==> src/rtl/lcod_consts.svh <==
// constants for the literal and control decoder: opcode fields, status bits, counts
// assumes a 14-bit instruction word and an 8-bit accumulator datapath
//
// Operation
// - and, or, xor literal; zero flag only
// - subtract accumulator from literal; carry, digit, zero
// - return with literal: load, pop, two cycles
// - subroutine return pops program counter, two cycles
// - interrupt return pops, re-enables interrupts
// - watchdog clear resets counter, sets expiry, powerdown
// - standby entry, one cycle, updates expiry, powerdown
// - port self-modify reads pins, not latch
// - timer zero writeback clears assigned prescaler
// - program counter change costs second no-operation cycle
`ifndef LCOD_CONSTS_SVH
`define LCOD_CONSTS_SVH
`define LCOD_OP_W 14
`define LCOD_DATA_W 8
`define LCOD_PC_W 13
`define LCOD_AND_TOP 6'h39
`define LCOD_OR_TOP 6'h38
`define LCOD_XOR_TOP 6'h3A
`define LCOD_SUB_TOP 5'h1E
`define LCOD_RETLIT_TOP 4'hD
`define LCOD_MOVLIT_TOP 4'hC
`define LCOD_RET_WORD 14'h0008
`define LCOD_INTERRUPT_RETURN_OP_WORD 14'h0009
`define LCOD_WATCHDOG_CLEAR_OP_WORD 14'h0064
`define LCOD_SLEEP_WORD 14'h0063
`define LCOD_XFER_TOP 2'h2
`define LCOD_FILE_TOP 2'h0
`define LCOD_BITWR_TOP 3'h2
`define LCOD_TIMER_ZERO_COUNT_ADDR 7'h01
`define LCOD_SECOND_IO_PORT_ADDR 7'h06
`define LCOD_RST_STATUS 3'h0
`endif

==> src/rtl/lcod_pkg.sv <==
// types for the literal and control decoder
// assumes lcod_consts.svh is compiled alongside
package lcod_pkg;
   // execute state: normal or flushing prefetch
   typedef enum logic [0:0]
   {
      LCOD_EXEC = 1'b0,
      LCOD_FLUSH = 1'b1
   } lcod_state_t;
endpackage : lcod_pkg

==> src/rtl/lcod_decoder.sv <==
// literal and control group decode and execute for a 14-bit instruction word
// assumes fetch presents one word a cycle; stack and port values arrive from the datapath
`timescale 1ns/1ps
`include "lcod_consts.svh"
module lcod_decoder #(
   parameter int DW = `LCOD_DATA_W,
   parameter int PW = `LCOD_PC_W
)(
   input wire logic I_REF_CLK, // instruction clock, 10 MHz
   input wire logic I_RSTN, // async reset, active low
   input wire logic [`LCOD_OP_W-1:0] I_OPCODE, // fetched instruction word
   input wire logic [PW-1:0] I_PC_PLUS1, // return address of this word
   input wire logic [PW-1:0] I_STACK_TOP, // top of return stack
   input wire logic [DW-1:0] I_PORT_PINS, // pin levels of second_io_port
   input wire logic [DW-1:0] I_PORT_LATCH, // output latch of second_io_port
   input wire logic I_PRESCALER_TIMER_ZERO_COUNT, // prescaler assigned to timer zero
   output logic [DW-1:0] O_ACC, // accumulator
   output logic O_ZERO, // zero flag
   output logic O_CARRY, // carry flag
   output logic O_DCARRY, // digit carry flag
   output logic O_WATCHDOG_EXPIRY_FLAG, // 1 = no time-out
   output logic O_POWERDOWN_FLAG, // 1 = not powered down
   output logic O_WDT_CLEAR, // pulse: reset watchdog counter
   output logic O_STANDBY, // level: standby entered
   output logic O_PC_LOAD, // pulse: load program counter
   output logic [PW-1:0] O_PC_VALUE, // program counter target
   output logic O_STACK_PUSH, // pulse: push return address
   output logic O_STACK_POP, // pulse: pop stack
   output logic [PW-1:0] O_PUSH_VALUE, // return address to push
   output logic O_GIE_SET, // pulse: re-enable interrupts
   output logic O_BUSY_NOP, // level: cycle executes as no-op
   output logic [DW-1:0] O_PORT_SOURCE, // source value for port self-modify
   output logic O_PRESCALER_CLR // pulse: clear timer zero prescaler
);
   ////////////////////////////////////////////////////////////////////////////
   // decode
   logic [DW-1:0] lit; // low literal field
   logic [PW-1:0] xfer_addr; // absolute transfer target
   logic [6:0] file_addr; // file register field
   logic file_dest; // destination bit
   lcod_pkg::lcod_state_t state_reg, state_next; // flush state
   logic [DW-1:0] acc_reg, acc_next; // accumulator
   logic z_reg, z_next, c_reg, c_next, dc_reg, dc_next; // arithmetic flags
   logic to_reg, to_next, pd_reg, pd_next; // watchdog and power status
   logic wdt_reg, wdt_next, sby_reg, sby_next; // watchdog clear, standby
   logic pcl_reg, pcl_next, push_reg, push_next, pop_reg, pop_next; // flow strobes
   logic [PW-1:0] pcv_reg, pcv_next, pushv_reg, pushv_next; // flow values
   logic gie_reg, gie_next, nop_reg, nop_next; // interrupt enable, no-op marker
   logic [DW-1:0] psrc_reg, psrc_next; // port source
   logic pclr_reg, pclr_next; // prescaler clear
   logic [DW-1:0] pin_s1_reg, pin_s1_next; // pin synchroniser, first stage
   logic [DW-1:0] pin_s2_reg, pin_s2_next; // pin synchroniser, second stage
   logic [DW-1:0] pin_s3_reg, pin_s3_next; // pin synchroniser, third stage
   logic [DW:0] diff; // literal minus accumulator, with borrow out
   logic [4:0] ndiff; // low nibble difference
   logic [DW-1:0] logic_res; // result of logic ops
   logic run; // word is live, not a flushed prefetch

   assign lit = I_OPCODE[DW-1:0];
   assign xfer_addr = {{(PW-11){1'b0}}, I_OPCODE[10:0]};
   assign file_addr = I_OPCODE[6:0];
   assign file_dest = I_OPCODE[7];

   ////////////////////////////////////////////////////////////////////////////
   // next-state computation
   always_comb
   begin
      state_next = lcod_pkg::LCOD_EXEC;
      acc_next = acc_reg;
      z_next = z_reg;
      c_next = c_reg;
      dc_next = dc_reg;
      to_next = to_reg;
      pd_next = pd_reg;
      wdt_next = 1'b0;
      sby_next = sby_reg;
      pcl_next = 1'b0;
      pcv_next = pcv_reg;
      push_next = 1'b0;
      pushv_next = pushv_reg;
      pop_next = 1'b0;
      gie_next = 1'b0;
      nop_next = 1'b0;
      pclr_next = 1'b0;
      run = (state_reg == lcod_pkg::LCOD_EXEC);
      // borrow convention: carry set means no borrow
      diff = {1'b0, lit} - {1'b0, acc_reg};
      ndiff = {1'b0, lit[3:0]} - {1'b0, acc_reg[3:0]};
      unique case (I_OPCODE[9:8])
         2'b00: logic_res = acc_reg | lit;
         2'b01: logic_res = acc_reg & lit;
         2'b10: logic_res = acc_reg ^ lit;
         default: logic_res = acc_reg;
      endcase
      // port pins arrive unclocked: three stages before anything uses them
      pin_s1_next = I_PORT_PINS;
      pin_s2_next = pin_s1_reg;
      pin_s3_next = pin_s2_reg;
      // port self-modify sources the pins, never the latch;
      // a bit moves only once the last two stages agree, so a one-cycle glitch never lands
      psrc_next = (~(pin_s2_reg ^ pin_s3_reg) & pin_s3_reg)
                  | ((pin_s2_reg ^ pin_s3_reg) & psrc_reg);
      if (!run)
      begin
         // discarded prefetch executes as no-op
         nop_next = 1'b1;
      end
      else if (I_OPCODE[13:8] == `LCOD_AND_TOP || I_OPCODE[13:8] == `LCOD_OR_TOP
               || I_OPCODE[13:8] == `LCOD_XOR_TOP)
      begin
         acc_next = logic_res;
         z_next = (logic_res == '0);
      end
      else if (I_OPCODE[13:9] == `LCOD_SUB_TOP)
      begin
         acc_next = diff[DW-1:0];
         c_next = ~diff[DW];
         dc_next = ~ndiff[4];
         z_next = (diff[DW-1:0] == '0);
      end
      else if (I_OPCODE[13:10] == `LCOD_RETLIT_TOP)
      begin
         acc_next = lit;
         pop_next = 1'b1;
         pcl_next = 1'b1;
         pcv_next = I_STACK_TOP;
         state_next = lcod_pkg::LCOD_FLUSH;
      end
      else if (I_OPCODE[13:10] == `LCOD_MOVLIT_TOP)
      begin
         acc_next = lit;
      end
      else if (I_OPCODE[13:12] == `LCOD_XFER_TOP)
      begin
         // call pushes the return address in the same cycle that the jump lands
         push_next = ~I_OPCODE[11];
         pushv_next = I_PC_PLUS1;
         pcl_next = 1'b1;
         pcv_next = xfer_addr;
         state_next = lcod_pkg::LCOD_FLUSH;
      end
      else if (I_OPCODE == `LCOD_RET_WORD || I_OPCODE == `LCOD_INTERRUPT_RETURN_OP_WORD)
      begin
         pop_next = 1'b1;
         pcl_next = 1'b1;
         pcv_next = I_STACK_TOP;
         gie_next = I_OPCODE[0];
         state_next = lcod_pkg::LCOD_FLUSH;
      end
      else if (I_OPCODE == `LCOD_WATCHDOG_CLEAR_OP_WORD)
      begin
         wdt_next = 1'b1;
         to_next = 1'b1;
         pd_next = 1'b1;
      end
      else if (I_OPCODE == `LCOD_SLEEP_WORD)
      begin
         // standby also clears the watchdog, as the core then halts
         wdt_next = 1'b1;
         to_next = 1'b1;
         pd_next = 1'b0;
         sby_next = 1'b1;
      end
      else if (((I_OPCODE[13:12] == `LCOD_FILE_TOP && file_dest)
                || I_OPCODE[13:11] == `LCOD_BITWR_TOP) && file_addr == `LCOD_TIMER_ZERO_COUNT_ADDR)
      begin
         // byte ops that write back, or bit clear/set, land on the count;
         // a word with the destination clear only reads it
         if (I_PRESCALER_TIMER_ZERO_COUNT)
         begin
            pclr_next = 1'b1;
         end
      end
   end

   ////////////////////////////////////////////////////////////////////////////
   // registers
   always_ff @(posedge I_REF_CLK or negedge I_RSTN)
   begin
      if (!I_RSTN)
      begin
         state_reg <= lcod_pkg::LCOD_EXEC;
         acc_reg <= '0;
         {z_reg, c_reg, dc_reg} <= `LCOD_RST_STATUS;
         to_reg <= 1'b1;
         pd_reg <= 1'b1;
         wdt_reg <= 1'b0;
         sby_reg <= 1'b0;
         pcl_reg <= 1'b0;
         pcv_reg <= '0;
         push_reg <= 1'b0;
         pushv_reg <= '0;
         pop_reg <= 1'b0;
         gie_reg <= 1'b0;
         nop_reg <= 1'b0;
         psrc_reg <= '0;
         pin_s1_reg <= '0;
         pin_s2_reg <= '0;
         pin_s3_reg <= '0;
         pclr_reg <= 1'b0;
      end
      else
      begin
         state_reg <= state_next;
         acc_reg <= acc_next;
         z_reg <= z_next;
         c_reg <= c_next;
         dc_reg <= dc_next;
         to_reg <= to_next;
         pd_reg <= pd_next;
         wdt_reg <= wdt_next;
         sby_reg <= sby_next;
         pcl_reg <= pcl_next;
         pcv_reg <= pcv_next;
         push_reg <= push_next;
         pushv_reg <= pushv_next;
         pop_reg <= pop_next;
         gie_reg <= gie_next;
         nop_reg <= nop_next;
         psrc_reg <= psrc_next;
         pin_s1_reg <= pin_s1_next;
         pin_s2_reg <= pin_s2_next;
         pin_s3_reg <= pin_s3_next;
         pclr_reg <= pclr_next;
      end
   end

   ////////////////////////////////////////////////////////////////////////////
   // outputs straight from flops
   assign O_ACC = acc_reg;
   assign O_ZERO = z_reg;
   assign O_CARRY = c_reg;
   assign O_DCARRY = dc_reg;
   assign O_WATCHDOG_EXPIRY_FLAG = to_reg;
   assign O_POWERDOWN_FLAG = pd_reg;
   assign O_WDT_CLEAR = wdt_reg;
   assign O_STANDBY = sby_reg;
   assign O_PC_LOAD = pcl_reg;
   assign O_PC_VALUE = pcv_reg;
   assign O_STACK_PUSH = push_reg;
   assign O_STACK_POP = pop_reg;
   assign O_PUSH_VALUE = pushv_reg;
   assign O_GIE_SET = gie_reg;
   assign O_BUSY_NOP = nop_reg;
   assign O_PORT_SOURCE = psrc_reg;
   assign O_PRESCALER_CLR = pclr_reg;
endmodule : lcod_decoder

==> config.mk <==
export PLATFORM = sky130hd
export DESIGN_NAME = lcod_decoder
export DESIGN_NICKNAME = d
export VERILOG_FILES = /design/src/rtl/lcod_pkg.sv /design/src/rtl/lcod_decoder.sv
export VERILOG_INCLUDE_DIRS = /design/src /design/src/rtl
export SDC_FILE = /design/constraint.sdc
export NUM_CORES = 1
export LEC_CHECK = 0
export ABC_AREA = 1
export BUFFER_PORTS_ARGS = -buffer_cell sky130_fd_sc_hd__buf_2
export CORE_UTILIZATION = 50
export CTS_CLUSTER_DIAMETER = 40
export DETAILED_ROUTE_END_ITERATION = 12
export GPL_ROUTABILITY_DRIVEN = 0
export PLACE_DENSITY = 0.79
export REMOVE_ABC_BUFFERS = 1
export SYNTH_ARGS = -nofsm -noshare
export SYNTH_HDL_FRONTEND = slang
export SYNTH_SLANG_ARGS = --single-unit
==> constraint.sdc <==
create_clock -name I_REF_CLK -period 3.4 [get_ports I_REF_CLK]
set_input_delay 1.02 -clock I_REF_CLK [delete_from_list [all_inputs] [get_ports I_REF_CLK]]
set_output_delay 1.02 -clock I_REF_CLK [all_outputs]
set_load 0.02 [all_outputs]
[After elaboration in Yosys (flattened, before gate mapping)]
Cells that the tools add are included.
Word-level totals
  bits of input ports: 59
  register bits: 79
  logic and storage cells: 140
Cells by class
  reduce and logical (&&, ||, !) cells: 21
  equal/unequal tests: 16
  bitwise operators: 19
  multiplexer cells: 62
  add/subtract/negate cells: 2
Operators by type and width (number)
  two-way mux 1 bit: 53
  two-way mux 13 bit: 4
  two-way mux 8 bit: 4
  == test 14 x 4 -> 1 bit (second input constant): 2
  == test 14 x 7 -> 1 bit (second input constant): 2
  bitwise AND 8 bit: 3
  case mux 8 bit (3 select lines): 1
  == test 6 bit (second input constant): 3
  zero test 8 bit: 2
  OR 8 bit: 2
  bitwise XOR 8 bit: 2
  NOT 1 bit: 11
  AND reduction 9 bit: 1
  subtractor 8 x 8 -> 9 bit: 1
  == test 4 bit (second input constant): 2
  NOT 8 bit: 1
  AND reduction 8 bit: 1
  == test 7 x 1 -> 1 bit (second input constant): 1
  AND reduction 6 bit: 1
  == test 5 bit (second input constant): 1
  AND reduction 5 bit: 1
  subtractor 4 x 4 -> 5 bit: 1
  == test 2 bit (second input constant): 2
  zero test 2 bit: 2
  other kinds (10): 16

[Longest topological paths before layout]
  word-level depth: 14
  depth in mapped cells: 13
  gate-level depth less buffers: 13

[Worst setup path before layout]
OpenSTA, ideal clock, no wires.
  path type: input port to flip-flop
  start: in I_OPCODE[0]
  end: reg z_reg (netlist: O_ZERO)
  path buffers: 0
  slack: 959 ps
  arrival time: 2364 ps
  stages on the path: 12
  cell sequence: inv_1 ha_1 fa_1 inv_1 nand2_1 nand2_1 nand3_1 nand3_1 nand2_1 nor2_1 nand3_1 a21oi_1
On the way
  cells in the longest elaborated chain, start to end: 4
Ends and longest elaborated chain
  start, declared: RTL line lcod_decoder.sv:11  | input wire logic [`LCOD_OP_W-1:0] I_OPCODE,
  subtractor 8 x 8 -> 9 bit (tied with other cells): RTL line lcod_decoder.sv:87  | diff = {1'b0, lit} - {1'b0, acc_reg};
  zero test 8 bit or case mux 8 bit (3 select lines) (tied branches): RTL line lcod_decoder.sv:119, lcod_decoder.sv:89
  two-way mux 1 bit or zero test 8 bit (tied branches): RTL line lcod_decoder.sv:114, lcod_decoder.sv:112
  two-way mux 1 bit *: RTL line lcod_decoder.sv:108  | else if (I_OPCODE[13:8] == `LCOD_AND_TOP || I_OPCODE[13:8] == `LCOD_OR_TOP
  end signal, assigned: RTL line lcod_decoder.sv:184  | {z_reg, c_reg, dc_reg} <= `LCOD_RST_STATUS;
  end signal, assigned: RTL line lcod_decoder.sv:206  | z_reg <= z_next;
  end, declared: RTL line lcod_decoder.sv:43  | logic z_reg, z_next, c_reg, c_next, dc_reg, dc_next;
Every way passes the cells marked *; elsewhere a longest branch is shown, timed or not. The select of a mux whose other input is x is not followed.
A chain may end at the register's enable or synchronous reset.

[Worst setup path in the final report]
Same ends and word-level chain as after synthesis.

==> summary.md <==
| Metric | Value |
|---|---|
| Status | `finished, final reports clean` |
| Max Buffers Root-to-Sink | `2` |
| Crit path to | `O_ZERO` |
| Max Clk Rate | `about 410 MHz` |
| Number of global-route vias before repair | `between 3000 and 4000` |
| Skew final | `0.009888 ns` |
| Global Route Usage Sum | `0.2324` |
| Crit path DAT | `2.71 ns` |
| Share of layout cells above drive strength 1 | `0.2657` |
| IO buf count | `104` |
| Later-pin clock latency in the skew report | `around 0.35 ns` |
| Final setup violation count | `0` |
| Worst Path Required | `around 3.7 ns` |
| Worst min-delay path class | `flip-flop to flip-flop` |
| Tot Pwr | `around 2.5 mW` |
| Area growth syn-to-layout | `20.00%` |
| Num CTS Buffers | `9` |
| PostCTS Resize Cnt | `0` |
| NumNets Final | `636` |
| Grt ovf | `0` |
| Reg2reg end | `O_ZERO` |
| Avg WL per Cell | `13.93 um` |
| Final WL | `9.177 mm` |
| Final HPWL DP | `between 6 and 7 mm` |
| I/O pins | `114` |
| Worst slew pin tran | `0.9486 ns` |
| Worst-path clk slew | `0.09 ns` |
| Type of destination of the critical path | `flip-flop` |
| H-tree depth | `3` |
| Post-synth cell types | `38` |
| Fin crit share | `0.7147` |
| Num rows | `32` |
| Hold violation count in the final report | `0` |
| CP max FO | `7` |
| Finished Cell Area | `4730 sq um` |
| Fin. max-slew vios | `0` |
| RSZ-0062 raised after global routing | `false` |
| Largest family of logic cells by synthesized area | `simple AND/OR/NAND/NOR gates` |
| Critical R2R Launch | `O_ACC[0]` |
| Crit-path cells | `buf_2 -> inv_1 -> ha_1 -> fa_1 -> inv_1 -> nand2_1 -> nand2_1 -> nand3_1 -> nand3_1 -> nand2_1 -> nor2_1 -> nand3_1 -> a21oi_1` |
| Max_slew headroom | `0.3676` |
| Post-Synth Adder-Cell Area | `0.1016` |
| Critical path launch point type | `primary input` |
| Max-cap viol count | `0` |
| Total power divided by cell area | `between 500 and 600 nW/um^2` |
| Final min period | `between 2 and 2.5 ns` |
| Crit-path max cell delay | `a little under 0.4 ns` |
| Area contributors post-synth | `dfrtp_1 49%, nand2_1 13%, ha_1 7.6%` |
| # clock sinks | `between 70 and 80` |
| Diode count | `0` |
| Post-synthesis async set-or-reset flop share | `1.000` |
| Antenna violations before repair | `0` |
| Critical path class | `primary input to flip-flop` |
| Post-synthesis simple-gate area fraction | `0.2270` |
| Core Footprint | `7687 sq um` |
| EDFF count, synth | `0` |
| XOR/XNOR share of the synthesized area | `0` |
| Mux share of post-synthesis cell area | `0.03714` |
| Routed Antenna Nets | `0` |
| Leak | `2.552 nW` |
| Post-CTS Setup Inserts | `0` |
| Critical Path Source | `I_OPCODE[0]` |
| Mapped Avg Cell Area | `a little under 9 sq um` |
| Root Buffer | `clkbuf_8` |
| Die Footprint | `8242 sq um` |
| Slowest-stage cell, CP | `fa_1` |
| Post-DP Area | `4543 sq um` |
| TNS Setup | `0 ns` |
| Hold_buf cts | `0` |
| First-pass GRT wire length | `15.15 mm` |
| DRC | `0` |
| Drt first pass iters | `5` |
| Compound-Gate Fraction of Synth Area | `0.07079` |
| Yosys top cell by area | `dfrtp_1` |
| Via count | `between 3000 and 4000` |
| R2r worst-path depth | `11` |
| Max rail drop VDD | `a little under 0.2 mV` |
| Largest net degree at the start of global routing | `~80` |
| Flop-to-flop setup slack | `1.45 ns` |
| Top FF cell, synth | `dfrtp_1` |
| Synthesized area | `3941 sq um` |
| Chip height | `about 91 um` |
| Ys Warns | `0` |
| Seq/Total Area, Yosys | `0.4956` |
| Via density | `5.056` |
| Gate Count Post-Synth | `445` |
| CTS tree | `done` |
| Yosys reg bits | `78` |
| Hold depth | `0` |
| Initial Utilization | `0.5127` |
| Floorplan die width | `between 90 and 100 um` |
| Area share of the largest cell type after synthesis | `0.4889` |
| Number of DRC markers in iteration 0 | `175` |
final cells by class:
class,instances,area (sq um)
Tap cell,102,127.6
Multi-Input combinational cell,303,1724
Timing Repair Buffer,104,523.0
Clock buffer,9,123.9
Clock inverter,7,62.56
Inverter,56,215.2
Sequential cell,78,1953
Fill cell,682,2958
where the power goes:
part           total [mW]  internal, mW  switching (mW)  leakage, nW
Clock               0.650         0.280           0.371       0.0863
Sequential           1.12          1.05          0.0728        0.944
Combinational       0.758         0.264           0.494         1.52
Total                2.53          1.59           0.938         2.55
cell families (layout without fill, tap and decap cells):
kind of cell | Yosys count | after routing
fa+ha+maj | 33 | 33
simple gates | 205 | 205
mux | 13 | 13
buf+inv | 64 | 176
flops | 78 | 78
compound gates | 51 | 51
other cells | 1 | 1
metal layers:
layer,GRT usage,vias to the layer above,wire (um),share of wire
li1,-,1639,-,-
met1,0.3159,1549,4109,0.45
met2,0.3769,129,4333,0.47
met3,0.04040,15,572,0.062
met4,0.07937,0,162,0.018
met5,0,-,0,0
placed cells by master, fill, tap and decap left out, types with 2 or more instances in the layout:
| cell | instances |
|---|---|
| inv_2 | 2 |
| maj3_1 | 8 |
| inv_6 | 2 |
| nand4_1 | 2 |
| o21bai_1 | 2 |
| o21ai_1 | 3 |
| nand4_2 | 2 |
| mux2_2 | 13 |
| nand2_4 | 3 |
| buf_2 | 103 |
| clkbuf_8 | 9 |
| inv_1 | 51 |
| nand2_1 | 139 |
| ha_1 | 24 |
| clkinvlp_4 | 3 |
| a21oi_1 | 11 |
| nor2_1 | 23 |
| dfrtp_1 | 77 |
| nand3_1 | 25 |
| o211ai_1 | 2 |
| o21ai_0 | 27 |
| inv_8 | 2 |
| inv_4 | 2 |
| nor4_1 | 4 |
| o22ai_1 | 3 |
critical path: cells and delay by family:
kind	cells	cell delay (ns)
and+or+nand+nor	7	0.60
adders and majority gates	2	0.65
buffers and inverters	3	0.29
AOI/OAI and AO/OA	1	0.14
through the flow:
step | cells | hold WS [ns] | setup WS [ns] | util
2_1_floorplan | 437 | 0.3312 | 0.9590 | -
3_3_place_gp | 643 | 0.3338 | 0.6706 | 0.5910
3_5_place_dp | 643 | 0.3363 | 0.6156 | 0.5910
4_1_cts | 659 | 0.3573 | 0.9941 | 0.6152
5_1_grt | 659 | 0.3621 | 0.8134 | 0.6152
6_report | 659 | 0.3539 | 0.9702 | 0.6152
synth_stat cells, types with 2 or more instances:
cell        n
a21oi_1    11
buf_2       3
buf_4       2
clkbuf_1    2
dfrtp_1    77
ha_1       24
inv_1      51
inv_2       2
inv_4       2
maj3_1      8
mux2_2     13
nand2_1   139
nand2_4     3
nand3_1    25
nand4_1     2
nand4_2     2
nor2_1     23
nor4_1      4
o211ai_1    2
o21ai_0    27
o21ai_1     3
o21bai_1    2
o22ai_1     3
worst min path at each step:
stage	from	slack, ns	to
floorplan	pin_s1_reg[0]	0.33	pin_s2_reg[0]
global placement	pin_s1_reg[4]	0.33	pin_s2_reg[4]
detailed placement	pin_s1_reg[5]	0.34	pin_s2_reg[5]
CTS	pin_s1_reg[1]	0.36	pin_s2_reg[1]
global route	pin_s1_reg[0]	0.36	pin_s2_reg[0]
finish	pin_s1_reg[3]	0.35	pin_s2_reg[3]
No activity file was read; power rests on OpenSTA's default activity.
